===== config.mk =====
export PLATFORM = sky130hd
export DESIGN_NAME = modem_pin_function_config
export DESIGN_NICKNAME = d
export VERILOG_FILES = /design/src/rtl/modem_pin_pkg.sv /design/src/rtl/modem_pin_function_config.sv
export SDC_FILE = /design/constraint.sdc
export NUM_CORES = 1
export LEC_CHECK = 0
export ABC_AREA = 1
export CAP_MARGIN = 40
export CORE_MARGIN = 2
export CORE_UTILIZATION = 40
export CTS_BUF_LIST = sky130_fd_sc_hd__clkbuf_4
export DETAILED_ROUTE_END_ITERATION = 12
export DONT_BUFFER_PORTS = 1
export PLACE_DENSITY_LB_ADDON = 0.25
export SYNTH_ARGS = -nofsm -noshare
export SYNTH_HDL_FRONTEND = slang
export SYNTH_SLANG_ARGS = --single-unit

===== constraint.sdc =====
create_clock -name clk_in -period 1.57 [get_ports clk_in]
set_input_delay 0.314 -clock clk_in [delete_from_list [all_inputs] [get_ports clk_in]]
set_output_delay 0.314 -clock clk_in [all_outputs]
set_load 0.02 [all_outputs]

===== src/rtl/modem_pin_pkg.sv =====
// constants for the modem pin function configuration block
// Functional notes
// pull-up only acts while pin is input
// pull-down needs input and pull-up clear
// ring field: input, open-drain, push-pull, else invalid
// terminal-ready codes 000/001/010 are general modes
// 011/100 terminal-ready modem output; 101-111 invalid
// software pairs modem output with set-ready input
// set-ready field: input, open-drain, push-pull, 11 invalid
// software writes zero to reserved middle bits
// data register bit 7 enables receive pull-up
// bit 6 receive pull-down unless pull-up set
// bit 5 receive wake needs global wake enable
// bit 0 selects transmit open-drain or push-pull
// set-ready pulls govern the set-ready pin
package modem_pin_pkg;
    // ****************************************
    // register map
    // ****************************************
    localparam logic [7:0] ring_cfg_addr = 8'h2b;
    localparam logic [7:0] term_cfg_addr = 8'h2c;
    localparam logic [7:0] set_cfg_addr = 8'h2d;
    localparam logic [7:0] data_cfg_addr = 8'h2e;
    localparam logic [7:0] cfg_reset = 8'h00;
    // ****************************************
    // field positions
    // ****************************************
    localparam int pull_up_bit = 7;
    localparam int pull_down_bit = 6;
    localparam int rx_wake_bit = 5;
    localparam int tx_drive_bit = 0;
    // ****************************************
    // function codes
    // ****************************************
    localparam logic [2:0] fn_input = 3'h0;
    localparam logic [2:0] fn_open_drain = 3'h1;
    localparam logic [2:0] fn_push_pull = 3'h2;
    localparam logic [2:0] fn_modem_od = 3'h3;
    localparam logic [2:0] fn_modem_pp = 3'h4;
endpackage : modem_pin_pkg


===== src/rtl/modem_pin_function_config.sv =====
// register file and pin driver decode for the modem control and data pins
`timescale 1ns/100ps
`default_nettype none
module modem_pin_function_config
    import modem_pin_pkg::*;
(
    input wire logic clk_in, // core clock, 40 MHz
    input wire logic reset_n_in, // synchronous reset, active low
    input wire logic [7:0] reg_addr_in, // register offset
    input wire logic reg_write_in, // write strobe, one cycle
    input wire logic [7:0] reg_wdata_in, // write data
    output logic [7:0] reg_rdata_out, // read data, registered
    input wire logic [2:0] gen_out_in, // general output level: ring, term, set
    input wire logic term_modem_level_in, // terminal-ready level from the uart
    input wire logic global_wake_en_in, // global remote wake enable
    input wire logic [2:0] pin_in, // pin levels: ring, term, set
    output logic [2:0] pin_data_out, // synchronised pin levels
    output logic [2:0] pin_out, // pin drive levels
    output logic [2:0] pin_oe_out, // pin output enables, high drives
    output logic [2:0] pin_pull_up_out, // pull-up enables
    output logic [2:0] pin_pull_down_out, // pull-down enables
    output logic [2:0] pin_cfg_invalid_out, // function code not legal
    input wire logic rx_pin_in, // receive data pin
    output logic rx_pull_up_out, // receive pull-up enable
    output logic rx_pull_down_out, // receive pull-down enable
    output logic rx_wake_out, // receive activity wake request, one cycle
    input wire logic tx_data_in, // transmit data from the uart
    output logic tx_out, // transmit pin level
    output logic tx_oe_out // transmit pin output enable
);
    // ****************************************
    // registers
    // ****************************************
    logic [7:0] ring_pin_config;
    logic [7:0] terminal_ready_pin_config;
    logic [7:0] set_ready_pin_config;
    logic [7:0] serial_data_pin_config;
    logic [7:0] next_ring, next_term, next_set, next_data, next_rdata;
    logic [2:0] sync_a, sync_b;
    logic rx_a, rx_b, rx_c;

    // write decode; reserved bits are stored as written, software keeps them zero
    always_comb begin
        next_ring = ring_pin_config;
        next_term = terminal_ready_pin_config;
        next_set = set_ready_pin_config;
        next_data = serial_data_pin_config;
        if (reg_write_in) begin
            unique case (reg_addr_in)
                ring_cfg_addr: next_ring = reg_wdata_in;
                term_cfg_addr: next_term = reg_wdata_in;
                set_cfg_addr: next_set = reg_wdata_in;
                data_cfg_addr: next_data = reg_wdata_in;
                default: ;
            endcase
        end
        unique case (reg_addr_in)
            ring_cfg_addr: next_rdata = ring_pin_config;
            term_cfg_addr: next_rdata = terminal_ready_pin_config;
            set_cfg_addr: next_rdata = set_ready_pin_config;
            data_cfg_addr: next_rdata = serial_data_pin_config;
            default: next_rdata = 8'h00; // unmapped reads as zero
        endcase
    end

    // register stage
    always_ff @(posedge clk_in) begin
        if (!reset_n_in) begin
            ring_pin_config <= cfg_reset;
            terminal_ready_pin_config <= cfg_reset;
            set_ready_pin_config <= cfg_reset;
            serial_data_pin_config <= cfg_reset;
            reg_rdata_out <= 8'h00;
            sync_a <= 3'h0;
            sync_b <= 3'h0;
            rx_a <= 1'b1;
            rx_b <= 1'b1;
            rx_c <= 1'b1;
        end else begin
            ring_pin_config <= next_ring;
            terminal_ready_pin_config <= next_term;
            set_ready_pin_config <= next_set;
            serial_data_pin_config <= next_data;
            reg_rdata_out <= next_rdata;
            sync_a <= pin_in;
            sync_b <= sync_a;
            rx_a <= rx_pin_in;
            rx_b <= rx_a;
            rx_c <= rx_b;
        end
    end

    assign pin_data_out = sync_b;

    // ****************************************
    // pin decode
    // ****************************************
    logic [2:0] fn [3];
    logic [7:0] cfg [3];
    assign cfg[0] = ring_pin_config;
    assign cfg[1] = terminal_ready_pin_config;
    assign cfg[2] = set_ready_pin_config; // pulls apply to this pin, see
    assign fn[0] = {1'b0, ring_pin_config[1:0]};
    assign fn[1] = terminal_ready_pin_config[2:0];
    assign fn[2] = {1'b0, set_ready_pin_config[1:0]};

    // invalid codes leave the pin as an undriven input; its configured pulls still apply
    genvar g;
    generate
        for (g = 0; g < 3; g++) begin : g_pin
            logic is_input, od, pp, lvl;
            assign od = (fn[g] == fn_open_drain) || (g == 1 && fn[g] == fn_modem_od);
            assign pp = (fn[g] == fn_push_pull) || (g == 1 && fn[g] == fn_modem_pp);
            assign is_input = !(od || pp);
            assign pin_cfg_invalid_out[g] = is_input && fn[g] != fn_input;
            assign lvl = (g == 1 && fn[g] >= fn_modem_od) ? term_modem_level_in : gen_out_in[g];
            assign pin_out[g] = pp ? lvl : 1'b0;
            assign pin_oe_out[g] = pp || (od && !lvl);
            assign pin_pull_up_out[g] = is_input && cfg[g][pull_up_bit];
            assign pin_pull_down_out[g] = is_input && !cfg[g][pull_up_bit]
                && cfg[g][pull_down_bit];
        end
    endgenerate

    // ****************************************
    // data pins
    // ****************************************
    assign rx_pull_up_out = serial_data_pin_config[pull_up_bit];
    assign rx_pull_down_out = !serial_data_pin_config[pull_up_bit]
        && serial_data_pin_config[pull_down_bit];
    // any edge on the receive line counts as activity
    assign rx_wake_out = serial_data_pin_config[rx_wake_bit] && global_wake_en_in
        && (rx_b != rx_c);
    assign tx_out = serial_data_pin_config[tx_drive_bit] ? tx_data_in : 1'b0;
    assign tx_oe_out = serial_data_pin_config[tx_drive_bit] || !tx_data_in;

    // ****************************************
    // checks
    // ****************************************
    property p_pull_up_input;
        @(posedge clk_in) disable iff (!reset_n_in)
        pin_oe_out[0] |-> !pin_pull_up_out[0];
    endproperty
    a_pull_up_input: assert property (p_pull_up_input) else $error("pull-up active");
    property p_pull_prio;
        @(posedge clk_in) disable iff (!reset_n_in)
        !(pin_pull_up_out[2] && pin_pull_down_out[2]);
    endproperty
    a_pull_prio: assert property (p_pull_prio) else $error("both pulls on");
    property p_ring_pp;
        @(posedge clk_in) disable iff (!reset_n_in)
        ring_pin_config[1:0] == 2'h2 |-> pin_oe_out[0] && pin_out[0] == gen_out_in[0];
    endproperty
    a_ring_pp: assert property (p_ring_pp) else $error("ring push-pull wrong");
    property p_term_od;
        @(posedge clk_in) disable iff (!reset_n_in)
        terminal_ready_pin_config[2:0] == 3'h1 |-> pin_oe_out[1] == !gen_out_in[1];
    endproperty
    a_term_od: assert property (p_term_od) else $error("term open-drain wrong");
    property p_term_modem;
        @(posedge clk_in) disable iff (!reset_n_in)
        terminal_ready_pin_config[2:0] == 3'h4 |-> pin_out[1] == term_modem_level_in;
    endproperty
    a_term_modem: assert property (p_term_modem) else $error("modem level wrong");
    property p_set_bad;
        @(posedge clk_in) disable iff (!reset_n_in)
        set_ready_pin_config[1:0] == 2'h3 |-> pin_cfg_invalid_out[2] && !pin_oe_out[2];
    endproperty
    a_set_bad: assert property (p_set_bad) else $error("invalid code not flagged");
    property p_rx_pull;
        @(posedge clk_in) disable iff (!reset_n_in)
        reg_write_in && reg_addr_in == data_cfg_addr && reg_wdata_in[7:6] == 2'h3
        |=> rx_pull_up_out && !rx_pull_down_out;
    endproperty
    a_rx_pull: assert property (p_rx_pull) else $error("rx pull wrong");
    property p_rx_wake;
        @(posedge clk_in) disable iff (!reset_n_in)
        rx_wake_out |-> global_wake_en_in && serial_data_pin_config[rx_wake_bit];
    endproperty
    a_rx_wake: assert property (p_rx_wake) else $error("wake without enable");
    property p_tx_od;
        @(posedge clk_in) disable iff (!reset_n_in)
        !serial_data_pin_config[tx_drive_bit] && tx_data_in |-> !tx_oe_out;
    endproperty
    a_tx_od: assert property (p_tx_od) else $error("tx open-drain drives high");
    property p_tx_pp;
        @(posedge clk_in) disable iff (!reset_n_in)
        serial_data_pin_config[tx_drive_bit] |-> tx_oe_out && tx_out == tx_data_in;
    endproperty
    a_tx_pp: assert property (p_tx_pp) else $error("tx push-pull wrong");
    // further checks on all three pins, including invalid codes and pulls: open-drain only ever pulls low
    property p_ring_od;
        @(posedge clk_in) disable iff (!reset_n_in)
        ring_pin_config[1:0] == 2'h1 |-> !pin_out[0] && pin_oe_out[0] == !gen_out_in[0];
    endproperty
    a_ring_od: assert property (p_ring_od) else $error("ring open-drain wrong");
    property p_term_pp;
        @(posedge clk_in) disable iff (!reset_n_in)
        terminal_ready_pin_config[2:0] == 3'h2 |-> pin_oe_out[1] && pin_out[1] == gen_out_in[1];
    endproperty
    a_term_pp: assert property (p_term_pp) else $error("term push-pull wrong");
    property p_term_bad;
        @(posedge clk_in) disable iff (!reset_n_in)
        terminal_ready_pin_config[2:0] > 3'h4 |-> pin_cfg_invalid_out[1] && !pin_oe_out[1];
    endproperty
    a_term_bad: assert property (p_term_bad) else $error("term invalid not flagged");
    property p_set_od;
        @(posedge clk_in) disable iff (!reset_n_in)
        set_ready_pin_config[1:0] == 2'h1 |-> !pin_out[2] && pin_oe_out[2] == !gen_out_in[2];
    endproperty
    a_set_od: assert property (p_set_od) else $error("set open-drain wrong");
    property p_set_pull_off;
        @(posedge clk_in) disable iff (!reset_n_in)
        pin_oe_out[2] |-> !pin_pull_up_out[2] && !pin_pull_down_out[2];
    endproperty
    a_set_pull_off: assert property (p_set_pull_off) else $error("set pull while driving");
    // written values land on the next edge and read back one cycle after the address
    property p_cfg_write;
        @(posedge clk_in) disable iff (!reset_n_in)
        reg_write_in && reg_addr_in == term_cfg_addr
        |=> terminal_ready_pin_config == $past(reg_wdata_in);
    endproperty
    a_cfg_write: assert property (p_cfg_write) else $error("write did not land");
    property p_read_back;
        @(posedge clk_in) disable iff (!reset_n_in)
        reg_addr_in == set_cfg_addr |=> reg_rdata_out == $past(set_ready_pin_config);
    endproperty
    a_read_back: assert property (p_read_back) else $error("read data wrong");
endmodule : modem_pin_function_config
`default_nettype wire


==> qor.csv <==
metric,value,unit
post-DR vias/cell,4.95,
Top Ports,60,
Slew @ Worst Pin,0.401,ns
fin crit share,114,%
CP Class,reg2out,
antenna cells,0,
R2R cell count,6,
final setup vio count,9,
Max Root-Sink Buffers,2,
number of global-route vias before repair,1869,
"most common cell after layout, fill and taps aside",nand2_1,
total CTS buffers,5,
CTS tree,built,
Hold Path Origin,pin_in[1],
Layout area overhead,20.1,%
slack of the critical path,-0.217,ns
H-tree levels,2,
max-cap violations,0,
starting density of the core,40.8,%
Static Leak,1.27,nW
outcome,finished with violations,
"Distinct cells, synth",25,
Max Clock Skew,0.0200,ns
"Req. time, crit path",1.26,ns
Max VDD drop,0.458,mV
layout cell share with drive strength beyond 1,26.1,%
Wirelength per Cell,13.4,microns
RSZ-0062 raised after global routing,true,
DP HPWL,3880,microns
R2R Path End,reg_rdata_out[0],
Global Route Usage Sum,17.6,%
Place WS,-0.00370,ns
crit path DAT,1.47,ns
GPL Wtd Cong,0.750,
largest net degree at the start of global routing,30,
end point of the critical path,pin_pull_up_out[1],
antenna violations before repair,0,
crit path max fanout,4,
Total Wirelength,5770,microns
Final nets,390,
failing checks,setup timing,
CORE AREA,5820,sq um
max-slew violation count,0,
most frequent cells in the layout,"nand2_1 (85), nor2_1 (40), dfxtp_1 (40)",
Die Width,81.0,microns
fmax,560,MHz
crit start category,flop,
Syn. warnings,0,
"Net Count, Synth",369,
gr ovfl total,0,
DRT iter0 DRCs,127,
number of routed nets with antenna violations,0,
via count,2135,
# DRC,0,
"Avg Cell Area, Syn",7.10,sq um
internal reg-to-reg setup slack,0.58,ns
"Cell Area, Synth",2370,sq um
DRT Pass-1 Iters,4,
"Clk Latency, worst-skew pair",0.38,ns
Post-Syn Instances,334,
Rel. slew slack,73.2,%
clk sinks,49,
Tmin final,1.79,ns
first-pass GRT wire length,8890,microns
DIE HEIGHT,81.0,microns
count of input and output buffers,0,
Yosys reg bits,49,
setup TNS,-1.11,ns
startpoint of the worst setup timing path,terminal_ready_pin_config[0],
clock root cell,clkbuf_4,
Hold Fails Final Rpt,0,
Cell Pwr Density,691,nW/um^2
sequential share of the synthesized area,41.4,%
Site Rows,28,
die area,6560,sq um
Worst setup EP type,primary output,
Critical R2R Launch,set_ready_pin_config[0],
Clock Pin Slew Worst Setup and Hold Paths,0.16,ns
HP Class,in2reg,
[cells by family (layout without fill, tap and decap cells)]
logic type	after synthesis	in the layout	share of synthesized area (%)
and+or+nand+nor	193	193	37.9
buffers and inverters	52	74	10.0
DFF	49	49	41.4
AOI/OAI and AO/OA	34	34	7.59
adders and majority gates	6	6	3.16
[power breakdown]
group          leakage, nW  internal [W]  switching (W)  total (W)
Sequential           0.400       0.00125     0.00000867    0.00126
Combinational        0.833     0.0000277      0.0000633  0.0000910
Clock               0.0352      0.000179       0.000439   0.000618
Total                 1.27       0.00146       0.000511    0.00197
[flip-flops by register name (all words and copies together), names as in the netlist]
register	cells
ring_pin_config	8
rx_a	1
rx_b	1
terminal_ready_pin_config	8
sync_a	3
reg_rdata_out	8
serial_data_pin_config	8
set_ready_pin_config	8
pin_data_out	3
rx_c	1
[layout make-up]
class | count | area [sq um]
fill | 596 | 2970
multi-input combinational | 233 | 1290
sequential | 49 | 997
timing repair buffer | 31 | 258
inverter | 35 | 146
tap | 75 | 93.8
clock buffer | 5 | 37.5
clock inverter | 3 | 22.5
[per-layer routing]
| layer | share of wire [%] | GRT usage (%) | vias up |
|---|---|---|---|
| met3 | 6.2 | 3.67 | 7 |
| met1 | 44 | 22.4 | 975 |
| met4 | 1.2 | 5.93 | 0 |
| met2 | 48 | 29.8 | 51 |
| met5 | 0 | 0 | - |
| li1 | - | - | 1102 |
[synth_stat cells]
| master | instances | share of area [%] |
|---|---|---|
| a21oi_1 | 23 | 4.9 |
| nand3_2 | 1 | 0.42 |
| nand3_1 | 34 | 7.2 |
| clkbuf_1 | 4 | 0.63 |
| a211oi_1 | 1 | 0.32 |
| inv_1 | 34 | 5.4 |
| or2_2 | 3 | 0.79 |
| dfxtp_1 | 49 | 41 |
| buf_2 | 6 | 1.3 |
| nor3_1 | 1 | 0.21 |
| ha_1 | 6 | 3.2 |
| o21a_1 | 1 | 0.32 |
| clkinv_4 | 1 | 0.37 |
| nand4_1 | 14 | 3.7 |
| nand3_4 | 2 | 1.5 |
| buf_1 | 1 | 0.16 |
| o21ai_0 | 7 | 1.5 |
| nand2_2 | 3 | 0.79 |
| nor2_8 | 1 | 0.84 |
| o21bai_1 | 2 | 0.63 |
| nand2_1 | 89 | 14 |
| nor2_4 | 4 | 1.9 |
| nor2_1 | 41 | 6.5 |
| buf_6 | 2 | 0.95 |
| buf_4 | 4 | 1.3 |
[through the flow]
| step | utilization [%] | total power, W | cells | hold WS, ns | area, sq um |
|---|---|---|---|---|---|
| 6_report | 49.0 | 0.00197 | 431 | 0.0168 | 2850 |
| 5_1_grt | 49.0 | 0.00205 | 431 | 0.000221 | 2850 |
| 4_1_cts | 47.4 | 0.00197 | 429 | 0.00658 | 2750 |
| 3_5_place_dp | 43.5 | 0.00138 | 414 | 0.395 | 2530 |
| 3_3_place_gp | 43.5 | 0.00137 | 414 | 0.395 | 2530 |
| 2_1_floorplan | - | 0.00138 | 334 | 0.386 | 2370 |
[worst max-delay path, stage by stage, from the launching register on]
cell and delay (ns):
dfxtp_2 0.35, inv_2 0.08, nand2_1 0.08, o21ai_2 0.18
inv_2 0.08, o21ai_4 0.09, nor2_1 0.06, buf_4 0.16
[repair_timing]
| action | CTS | global route |
|---|---|---|
| hold buffers | 0 | 1 |
| pin swaps | 12 | 9 |
| gates resized for setup | 43 | 22 |
| setup endpoints to repair | 11 | 13 |
| hold endpoints to repair | 0 | 1 |
| setup buffers | 7 | 1 |
[how the worst min path moves through the flow]
stage                     cells after the start  slack [ns]              end
after global placement                        2        0.40  pin_data_out[2]
final                                         2        0.02        sync_a[1]
after CTS                                     2       0.007        sync_a[1]
after detailed placement                      2        0.40  pin_data_out[1]
after floorplan                               2        0.39  pin_data_out[1]
after global routing                          2      0.0002        sync_a[2]
Note: power is estimated with default switching activity, not from simulation.
